<file path="src/agc_regs_defines.svh">
// register offsets, field positions, reset values and codes of the gain-control register slice
// assumes it is included by bare name from every design file that needs these constants
`ifndef AGC_REGS_DEFINES_SVH
`define AGC_REGS_DEFINES_SVH

// =====================================================================
// register offsets
`define OFS_LEFT_GAIN_NOW    8'h5D
`define OFS_RIGHT_CTL_FIRST  8'h5E
`define OFS_RIGHT_CTL_SECOND 8'h5F
`define OFS_RIGHT_CEILING    8'h60
`define OFS_RIGHT_ATTACK     8'h61
`define OFS_RIGHT_DECAY      8'h62

// =====================================================================
// reset values
`define RST_LEFT_GAIN_NOW    8'h00
`define RST_RIGHT_CTL_FIRST  8'h00
`define RST_RIGHT_CTL_SECOND 8'h00
`define RST_RIGHT_CEILING    7'h7F
`define RST_RIGHT_ATTACK     8'h00
`define RST_RIGHT_DECAY      8'h00

// =====================================================================
// field positions
`define BIT_ENABLE           7
`define TARGET_HI            6
`define TARGET_LO            4
`define HYST_HI              7
`define HYST_LO              6
`define NOISE_HI             5
`define NOISE_LO             1
`define BIT_CLIP_STEP        0
`define CEIL_HI              6
`define CEIL_LO              0
`define TIME_BASE_HI         7
`define TIME_BASE_LO         3
`define TIME_MULT_HI         2
`define TIME_MULT_LO         0

// =====================================================================
// codes, limits in half-dB units, and time base shifts
`define GAIN_REPORT_MIN      8'hE8
`define GAIN_REPORT_MAX      8'h50
`define CEIL_CODE_MAX        7'h50
`define HYST_CODE_OFF        2'h3
`define NOISE_CODE_OFF       5'h00
`define ATTACK_BASE_SHIFT    5
`define DECAY_BASE_SHIFT     9

`endif

</file>
<file path="src/agc_regs_pkg.sv">
// types shared by the gain-control register slice and its helpers
// assumes agc_regs_defines.svh is reachable on the include path
package agc_regs_pkg;

    typedef struct packed {
        logic       wr;
        logic       rd;
        logic [7:0] addr;
        logic [7:0] wdata;
    } reg_req_t;

    typedef struct packed {
        logic              enable;
        logic              clip_step;
        logic              hyst_on;
        logic              noise_on;
        logic signed [7:0] target_hdb;
        logic        [3:0] hyst_hdb;
        logic signed [8:0] noise_hdb;
        logic        [6:0] ceiling_hdb;
    } level_cfg_t;

endpackage : agc_regs_pkg

</file>
<file path="src/agc_config_status_regs.sv">
// register slice of the gain control: left applied-gain report and right configuration
// assumes a same-clock register port from the control-bus front end and a same-clock left gain loop
`timescale 1ns/100ps
`default_nettype none
`include "agc_regs_defines.svh"
module agc_config_status_regs #(
    parameter int TIME_W = 24
) (
    input  wire logic                     mclk,
    input  wire logic                     rst_n,
    input  wire agc_regs_pkg::reg_req_t   reg_req,
    output logic [7:0]                    reg_rdata,
    output logic                          reg_rvalid,
    input  wire logic signed [7:0]        left_gain_in,
    input  wire logic                     left_gain_upd,
    output agc_regs_pkg::level_cfg_t      right_cfg,
    output logic [TIME_W-1:0]             right_attack_periods,
    output logic [TIME_W-1:0]             right_decay_periods
);
    import agc_regs_pkg::*;

    // =====================================================================
    // storage
    logic signed [7:0] left_gain_q;
    logic [7:0]        ctl_first_q;
    logic [7:0]        ctl_second_q;
    logic [6:0]        ceiling_q;
    logic [7:0]        attack_q;
    logic [7:0]        decay_q;
    logic [7:0]        rdata_d;

    function automatic logic hit(input reg_req_t r, input logic [7:0] ofs);
        hit = r.wr && (r.addr == ofs);
    endfunction : hit

    // clamp to the reportable span so the status never shows a reserved code
    function automatic logic signed [7:0] clamp_gain(input logic signed [7:0] g);
        if (g < $signed(`GAIN_REPORT_MIN)) begin
            clamp_gain = $signed(`GAIN_REPORT_MIN);
        end else if (g > $signed(`GAIN_REPORT_MAX)) begin
            clamp_gain = $signed(`GAIN_REPORT_MAX);
        end else begin
            clamp_gain = g;
        end
    endfunction : clamp_gain

    // =====================================================================
    // left applied-gain status; bus writes never reach it
    always_ff @(posedge mclk) begin
        if (!rst_n) begin
            left_gain_q <= `RST_LEFT_GAIN_NOW;
        end else if (left_gain_upd) begin
            left_gain_q <= clamp_gain(left_gain_in);
        end
    end

    // =====================================================================
    // right configuration registers; reserved bits are not stored
    always_ff @(posedge mclk) begin
        if (!rst_n) begin
            ctl_first_q <= `RST_RIGHT_CTL_FIRST;
        end else if (hit(reg_req, `OFS_RIGHT_CTL_FIRST)) begin
            ctl_first_q <= {reg_req.wdata[`BIT_ENABLE:`TARGET_LO], 4'h0};
        end
    end

    always_ff @(posedge mclk) begin
        if (!rst_n) begin
            ctl_second_q <= `RST_RIGHT_CTL_SECOND;
        end else if (hit(reg_req, `OFS_RIGHT_CTL_SECOND)) begin
            ctl_second_q <= reg_req.wdata;
        end
    end

    always_ff @(posedge mclk) begin
        if (!rst_n) begin
            ceiling_q <= `RST_RIGHT_CEILING;
        end else if (hit(reg_req, `OFS_RIGHT_CEILING)) begin
            ceiling_q <= reg_req.wdata[`CEIL_HI:`CEIL_LO];
        end
    end

    always_ff @(posedge mclk) begin
        if (!rst_n) begin
            attack_q <= `RST_RIGHT_ATTACK;
        end else if (hit(reg_req, `OFS_RIGHT_ATTACK)) begin
            attack_q <= reg_req.wdata;
        end
    end

    always_ff @(posedge mclk) begin
        if (!rst_n) begin
            decay_q <= `RST_RIGHT_DECAY;
        end else if (hit(reg_req, `OFS_RIGHT_DECAY)) begin
            decay_q <= reg_req.wdata;
        end
    end

    // =====================================================================
    // read path; unmapped offsets read zero
    always_comb begin
        rdata_d = 8'h00;
        case (reg_req.addr)
            `OFS_LEFT_GAIN_NOW:    rdata_d = left_gain_q;
            `OFS_RIGHT_CTL_FIRST:  rdata_d = ctl_first_q;
            `OFS_RIGHT_CTL_SECOND: rdata_d = ctl_second_q;
            `OFS_RIGHT_CEILING:    rdata_d = {1'b0, ceiling_q};
            `OFS_RIGHT_ATTACK:     rdata_d = attack_q;
            `OFS_RIGHT_DECAY:      rdata_d = decay_q;
            default:               rdata_d = 8'h00;
        endcase
    end

    // read data shows the value before a same-cycle write
    always_ff @(posedge mclk) begin
        if (!rst_n) begin
            reg_rdata  <= 8'h00;
            reg_rvalid <= 1'b0;
        end else begin
            reg_rvalid <= reg_req.rd;
            if (reg_req.rd) begin
                reg_rdata <= rdata_d;
            end
        end
    end

    // =====================================================================
    // decoded views for the right gain loop
    agc_level_decode u_level (
        .mclk       (mclk),
        .rst_n      (rst_n),
        .ctl_first  (ctl_first_q),
        .ctl_second (ctl_second_q),
        .ceiling    (ceiling_q),
        .cfg        (right_cfg)
    );

    agc_time_scale #(
        .BASE_SHIFT (`ATTACK_BASE_SHIFT),
        .OUT_W      (TIME_W)
    ) u_attack (
        .mclk      (mclk),
        .rst_n     (rst_n),
        .base_code (attack_q[`TIME_BASE_HI:`TIME_BASE_LO]),
        .mult_code (attack_q[`TIME_MULT_HI:`TIME_MULT_LO]),
        .periods   (right_attack_periods)
    );

    agc_time_scale #(
        .BASE_SHIFT (`DECAY_BASE_SHIFT),
        .OUT_W      (TIME_W)
    ) u_decay (
        .mclk      (mclk),
        .rst_n     (rst_n),
        .base_code (decay_q[`TIME_BASE_HI:`TIME_BASE_LO]),
        .mult_code (decay_q[`TIME_MULT_HI:`TIME_MULT_LO]),
        .periods   (right_decay_periods)
    );
endmodule : agc_config_status_regs
`default_nettype wire

</file>
<file path="src/agc_time_scale.sv">
// turns a base-code and multiplier pair into a count of sample periods
// assumes the codes come from registers on the same clock
`timescale 1ns/100ps
`default_nettype none
`include "agc_regs_defines.svh"
module agc_time_scale #(
    parameter int BASE_SHIFT = 5,
    parameter int OUT_W      = 24
) (
    input  wire logic             mclk,
    input  wire logic             rst_n,
    input  wire logic [4:0]       base_code,
    input  wire logic [2:0]       mult_code,
    output logic      [OUT_W-1:0] periods
);
    import agc_regs_pkg::*;

    // =====================================================================
    // (2N+1) * 2^BASE_SHIFT * 2^M
    function automatic logic [OUT_W-1:0] scale(input logic [4:0] n, input logic [2:0] m);
        logic [OUT_W-1:0] odd;
        odd   = OUT_W'({n, 1'b1});
        scale = odd << (BASE_SHIFT + int'(m));
    endfunction : scale

    // registered so the long shift stays off downstream paths
    always_ff @(posedge mclk) begin
        if (!rst_n) begin
            periods <= '0;
        end else begin
            periods <= scale(base_code, mult_code);
        end
    end
endmodule : agc_time_scale
`default_nettype wire

</file>
<file path="src/agc_level_decode.sv">
// decodes the right level fields into half-dB figures for the gain loop
// assumes the field codes come from registers on the same clock
`timescale 1ns/100ps
`default_nettype none
`include "agc_regs_defines.svh"
module agc_level_decode (
    input  wire logic                    mclk,
    input  wire logic                    rst_n,
    input  wire logic [7:0]              ctl_first,
    input  wire logic [7:0]              ctl_second,
    input  wire logic [6:0]              ceiling,
    output agc_regs_pkg::level_cfg_t     cfg
);
    import agc_regs_pkg::*;

    // =====================================================================
    // target level; code 000 is ambiguous, taken as -5.5 dB
    function automatic logic signed [7:0] target_hdb(input logic [2:0] c);
        case (c)
            3'h0:    target_hdb = -8'sd11;
            3'h1:    target_hdb = -8'sd20;
            3'h2:    target_hdb = -8'sd24;
            3'h3:    target_hdb = -8'sd28;
            3'h4:    target_hdb = -8'sd34;
            3'h5:    target_hdb = -8'sd40;
            3'h6:    target_hdb = -8'sd44;
            default: target_hdb = -8'sd48;
        endcase
    endfunction : target_hdb

    function automatic logic signed [8:0] noise_hdb(input logic [4:0] c);
        // -(28 + 2N) dB, i.e. -(56 + 4N) half-dB
        noise_hdb = -(9'sd56 + $signed({2'b00, c, 2'b00}));
    endfunction : noise_hdb

    logic [2:0] hyst_sel;
    logic [4:0] noise_sel;
    assign hyst_sel  = {1'b0, ctl_second[`HYST_HI:`HYST_LO]};
    assign noise_sel = ctl_second[`NOISE_HI:`NOISE_LO];

    // =====================================================================
    always_ff @(posedge mclk) begin
        if (!rst_n) begin
            cfg <= '0;
        end else begin
            cfg.enable      <= ctl_first[`BIT_ENABLE];
            cfg.target_hdb  <= target_hdb(ctl_first[`TARGET_HI:`TARGET_LO]);
            cfg.hyst_on     <= (hyst_sel[1:0] != `HYST_CODE_OFF);
            cfg.hyst_hdb    <= (hyst_sel[1:0] == `HYST_CODE_OFF) ? 4'h0 : (4'h2 << hyst_sel[1:0]);
            cfg.noise_on    <= (noise_sel != `NOISE_CODE_OFF);
            cfg.noise_hdb   <= (noise_sel == `NOISE_CODE_OFF) ? 9'sd0 : noise_hdb(noise_sel);
            cfg.clip_step   <= ctl_second[`BIT_CLIP_STEP];
            // unused codes are clamped so a bad write cannot push past 40 dB
            cfg.ceiling_hdb <= (ceiling > `CEIL_CODE_MAX) ? `CEIL_CODE_MAX : ceiling;
        end
    end
endmodule : agc_level_decode
`default_nettype wire

</file>
<file path="config.mk">
export PLATFORM = sky130hd
export DESIGN_NAME = agc_config_status_regs
export DESIGN_NICKNAME = d
export VERILOG_FILES = /design/src/agc_regs_pkg.sv /design/src/agc_config_status_regs.sv /design/src/agc_time_scale.sv /design/src/agc_level_decode.sv
export VERILOG_INCLUDE_DIRS = /design/src
export SDC_FILE = /design/constraint.sdc
export NUM_CORES = 1
export LEC_CHECK = 0
export ABC_AREA = 1
export BUFFER_PORTS_ARGS = -buffer_cell sky130_fd_sc_hd__buf_2
export CORE_ASPECT_RATIO = 1.2
export CORE_MARGIN = 5
export CORE_UTILIZATION = 30
export CTS_BUF_LIST = sky130_fd_sc_hd__clkbuf_2
export CTS_CLUSTER_SIZE = 20
export DETAILED_ROUTE_END_ITERATION = 16
export PLACE_DENSITY_LB_ADDON = 0.3
export SLEW_MARGIN = 20
export SYNTH_ARGS = -nofsm -noshare
export SYNTH_HDL_FRONTEND = slang
export SYNTH_SLANG_ARGS = --single-unit
</file>
<file path="constraint.sdc">
create_clock -name mclk -period 3.4 [get_ports mclk]
set_input_delay 0.51 -clock mclk [delete_from_list [all_inputs] [get_ports mclk]]
set_output_delay 0.51 -clock mclk [all_outputs]
set_load 0.01 [all_outputs]
</file>
## Yosys cells after proc, flatten, opt, wreduce, memory -nomap -nowiden

Cells that the tools add are included.

- Add/subtract/negate cells: 4
- Multipliers: 0
- Divide/modulo/power cells: 0
- $lt $le $gt $ge: 3
- Equal/unequal tests: 14
- Shift operators: 3
- Mux-type cells: 5
- Bitwise gates (word level): 1
- Reductions and logical operators: 11

Operators with widths:

| operator | number |
|---|---|
| 6-bit by 32-bit << shifter with 24-bit output | 2 |
| 8-bit by 7-bit == test with 1-bit output, second input constant | 6 |
| 8-bit one-hot mux with 6 select lines | 1 |
| 6-bit one-hot mux with 7 select lines | 1 |
| 8-bit 2-to-1 mux | 2 |
| 3-bit == test, second input constant | 3 |
| 9-bit negator | 1 |
| 6-bit by 7-bit adder with 8-bit output, first input constant | 1 |
| 8-bit greater-than comparator, second input constant | 1 |
| 8-bit by 6-bit less-than comparator with 1-bit output, second input constant | 1 |
| 7-bit greater-than comparator, second input constant | 1 |
| 7-bit 2-to-1 mux | 1 |
| 3-bit by 2-bit == test with 1-bit output, second input constant | 2 |
| 2-bit OR reduction | 3 |
| 4-bit by 3-bit adder with 5-bit output, first input constant | 1 |
| 1-bit logical AND | 5 |
| 5-bit zero test | 1 |
| 5-bit nonzero test | 1 |
| 3-bit by 3-bit adder with 4-bit output, first input constant | 1 |
| 2-bit by 2-bit << shifter with 4-bit output, first input constant | 1 |
| 3-bit by 1-bit == test with 1-bit output, second input constant | 1 |
| 3-bit zero test | 1 |
| 2-bit == test, second input constant | 1 |
| 2-bit != test, second input constant | 1 |
| 1-bit NOT | 1 |

- Flip-flop bits (word level): 132
- Bits in latches: 0
- RAM bits: 0
- Memory bits (read-only): 0
- Output and inout bits: 89
- Logic and storage cells: 60
- Memories kept: 0

## Longest topological paths before layout

- Word-level depth: 3
- Mapped depth: 10
- Gate-level depth less buffers: 9

## By module

A second synthesis with hierarchy kept.

- Cell total of the unflattened synthesis: 688
- Area total of the unflattened synthesis: 5426.5 µm²

By module, submodules not included:

| module | times used | cells each | area each (µm²) | sequential area each (µm²) |
|---|---|---|---|---|
| agc_config_status_regs | 1 | 323 | 2414.8 | 1041.0 |
| agc_level_decode | 1 | 121 | 1033.5 | 560.5 |
| agc_time_scale (u_decay) | 1 | 125 | 1024.7 | 480.5 |
| agc_time_scale (u_attack) | 1 | 119 | 953.4 | 420.4 |

## Worst setup path before layout

Ideal clock, no wire load.

- Path kind: register -> register
- Start: reg attack_q[0]
- End: reg u_attack.periods[12]
- Library setup time: 0.123 ns
- Arrival: 1.489 ns
- Setup slack: 1.788 ns
- Stages on the path, launching flop included: 7
- Buffers on the path: 1
- Cell sequence: dfxtp_1 > ha_1 > ha_1 > clkbuf_1 > inv_1 > o21ai_0 > o21ai_0

- Cells in the longest elaborated chain, start to end: 2

Ends and longest elaborated chain:

| item | RTL line | RTL |
|---|---|---|
| start: declaration | agc_config_status_regs.sv:28 | `logic [7:0] attack_q;` |
| start signal: assignment | agc_config_status_regs.sv:85 | `` attack_q <= `RST_RIGHT_ATTACK; `` |
| start signal: assignment | agc_config_status_regs.sv:87 | `attack_q <= reg_req.wdata;` |
| 3-bit by 3-bit adder with 4-bit output | agc_time_scale.sv:23 | `scale = odd << (BASE_SHIFT + int'(m));` |
| 6-bit by 32-bit << shifter with 24-bit output | agc_time_scale.sv:23 |  |
| end signal: assignment | agc_time_scale.sv:31 | `periods <= scale(base_code, mult_code);` |
| end: declaration | agc_time_scale.sv:14 | `output logic [OUT_W-1:0] periods` |

Every way passes these cells.
A chain may end at the register's enable or synchronous reset.

## Worst setup path after layout

Ends and elaborated chain as after synthesis.

==> out/results.ini <==
[timing]
setup_violations = 0
finalSetupTns_ns = 0
max_freq_mhz = 525.3
fin_ws_ns = 1.496
skew_ns = 0.03504
period_share = 0.5599
period_needed_ns = 1.904
hold_violations = 0
slew_viol_final = 0
rsz0062_at_grt = no

[synth]
yosysSeqAreaShare = 0.4996
yosysUniqueCellTypes = 38
ys_warn_count = 0
ys.flop_type = dfxtp_1
post-synth-top-area-cell = dfxtp_1
avgSynthCellArea_um2 = 8.027
synth_top_area_share = 0.4996
ys_ff_latch = 125
synth_area_leaders = dfxtp_1 50%, nand2_1 7.3%, o21ai_0 6.5%, nor2_1 5.0%, a21oi_1 5.0%
syn_inst = 624
async_flop_share = 0
synth_area_um2 = 5009
synth_edf_count = 0

[floorplanning]
fp-row-count = 51
die-height_um = 151.5
core_um2 = 16340
die_w_um = 128.0
ioPinCount = 118
dieArea_um2 = 19390
start_util = 0.3066

[cells_and_area]
fin_util = 0.3666
final_nets = 777
fin_area_um2 = 5988
final_cell_mix = 125 x dfxtp_1, 111 x buf_2, 97 x nand2_1
layout.cells.non_filler = 965
multiInputGateArea_um2 = 2079
seqCellArea_um2 = 2502
syn_to_final_growth_pct = 19.56
nFillCells = 1808
drive_gt1_frac = 0.2234
layout_commonest_cell = dfxtp_1

[setup_path]
endpoint_kind = flip-flop
critPathLaunchType = flip-flop
cpMaxStageDelayCell = dfxtp_1
slowest_delay_ns = 0.47
worstPathRequired_ns = 3.97
path_class = reg2reg
worstPathMaxFanout = 13
path_cells = ha_1 > ha_1 > inv_1 > o21ai_0 > o21ai_0
cp.arrival_ns = 2.47

[clocking]
h-tree-depth = 4
max-clock-path-buffers = 2
clk_latency_ns = 0.72
root_buffer = clkbuf_2
cts_tree = built
cts.sinks = 125
numCtsBuffers = 17
path_clk_slew_ns = 0.19

[global_routing]
first_global_vias = 4145
grt_max_degree = 51
overflow = 0
grt_pass1_wl_mm = 20.42
grt_usage = 0.1353
antenna_found_initial = 2

[placed_design]
post-place-ws_ns = 1.535
hpwl_mm = 9.760
gp_congestion = 0.8419
numPortBuffers = 111
dp.cells = 925
placed_area_um2 = 5680

[power]
seqPwrFrac = 0.589
switching_power_w = 0.0006683
ir_worst_vdd_uv = 154.4
pwr_density_cell_nw_per_um2 = 422.8
p_int_w = 0.001864
p_leak_nw = 2.749
switching_share = 0.2639
p_comb_frac = 0.056
p_clk_frac = 0.355

[route]
dr.max_layer_used = met5
drtIter0Drc = 263
vias_per_cell = 4.492
wirelength_mm = 12.78
first_pass_iters = 7
dr_wl_met2_mm = 6.108
wl_met1_mm = 5.655
num_vias = 4335
drc = 0
route.met3.wl_um = 834
wl_per_cell_um = 13.24
postRouteAntennaNets = 0

[worst_hold_path]
hp-class = in2reg

[job]
cap_violations = 0

[outcome]
status = complete, no violations

[flip-flops by register name, summed over array words and instances (netlist names)]
register	count
left_gain_q	8
attack_q	8
ceiling_q	7
u_level.cfg	28
u_decay.periods	24
u_attack.periods	21
ctl_second_q	8
reg_rvalid	1
reg_rdata	8
ctl_first_q	4
decay_q	8
[kinds of logic after synthesis]
family / count (synthesis) / share of synthesized area
compound gates: 151 / 0.1624
fa+ha+maj: 9 / 0.02248
mux: 4 / 0.007994
xor+xnor: 2 / 0.003498
flops: 125 / 0.4996
other cells: 1 / 0.0007487
buf+inv: 101 / 0.08968
simple gates: 231 / 0.2136
[metal layers]
layer | vias up | GRT usage
met5 | - | 0
met4 | 2 | 0.05732
met3 | 11 | 0.04137
met2 | 117 | 0.2251
met1 | 1933 | 0.1619
li1 | 2272 | -
[critical path, delay by kind of cell (launching register included)]
kind,cells,cell delay [ns]
AOI/OAI and AO/OA,2,0.40
adders and majority gates,2,0.72
buffers and inverters,1,0.19
DFF,1,0.47
[cell usage after synthesis (all sizes together), types with 2 or more instances]
library cell	instances
a21oi	50
a221oi	2
and2	2
buf	21
clkbuf	8
clkinv	3
dfxtp	125
ha	9
inv	69
mux2i	4
nand2	101
nand3	41
nor2	76
nor3	7
o211ai	7
o21ai	70
o22ai	18
or2	2
xor2	2
[final cells by class]
class                           count  area share
Clock buffer                       17     0.01421
Tap cell                          212     0.04430
Inverter                           72     0.04513
Multi-Input combinational cell    404      0.3473
Antenna cell                        1   0.0004179
Clock inverter                     15     0.02507
Sequential cell                   125      0.4179
Timing Repair Buffer              119      0.1057
[path summary, 6_finish.rpt]
check	from	endpoint	slack, ns	cells after the start
max	attack_q[0]	u_attack.periods[12]	1.50	5
min reg2reg	ctl_first_q[7]	u_level.cfg[31]	0.47	2
max reg2reg	attack_q[0]	u_attack.periods[12]	1.50	5
min	reg_req[7]	ctl_first_q[7]	0.1	3
[through the flow]
step,hold WS (ns),total power [W]
after floorplan,0.4172,0.001608
after detailed placement,0.4474,0.001659
final,0.09822,0.002532
after CTS,0.01898,0.002577
after global routing,0.01806,0.002661
after global placement,0.4438,0.001658
[what timing repair did]
item / CTS / global route
hold buffers: 7 / 0
endpoints found under the setup margin: 0 / 0
buffers inserted: 0 / 0
gates resized for setup: 0 / 0
endpoints found under the hold margin: 7 / 0
[power groups by stage]
stage / Clock, W / Combinational, W / Sequential [W]
after detailed placement: 0 / 0.000136 / 0.00152
after global placement: 0 / 0.000136 / 0.00152
after global routing: 0.00101 / 0.000158 / 0.00150
after CTS: 0.000942 / 0.000143 / 0.00149
final: 0.000899 / 0.000142 / 0.00149
after floorplan: 0 / 0.0000811 / 0.00153
No activity file was read; power rests on OpenSTA's default activity.
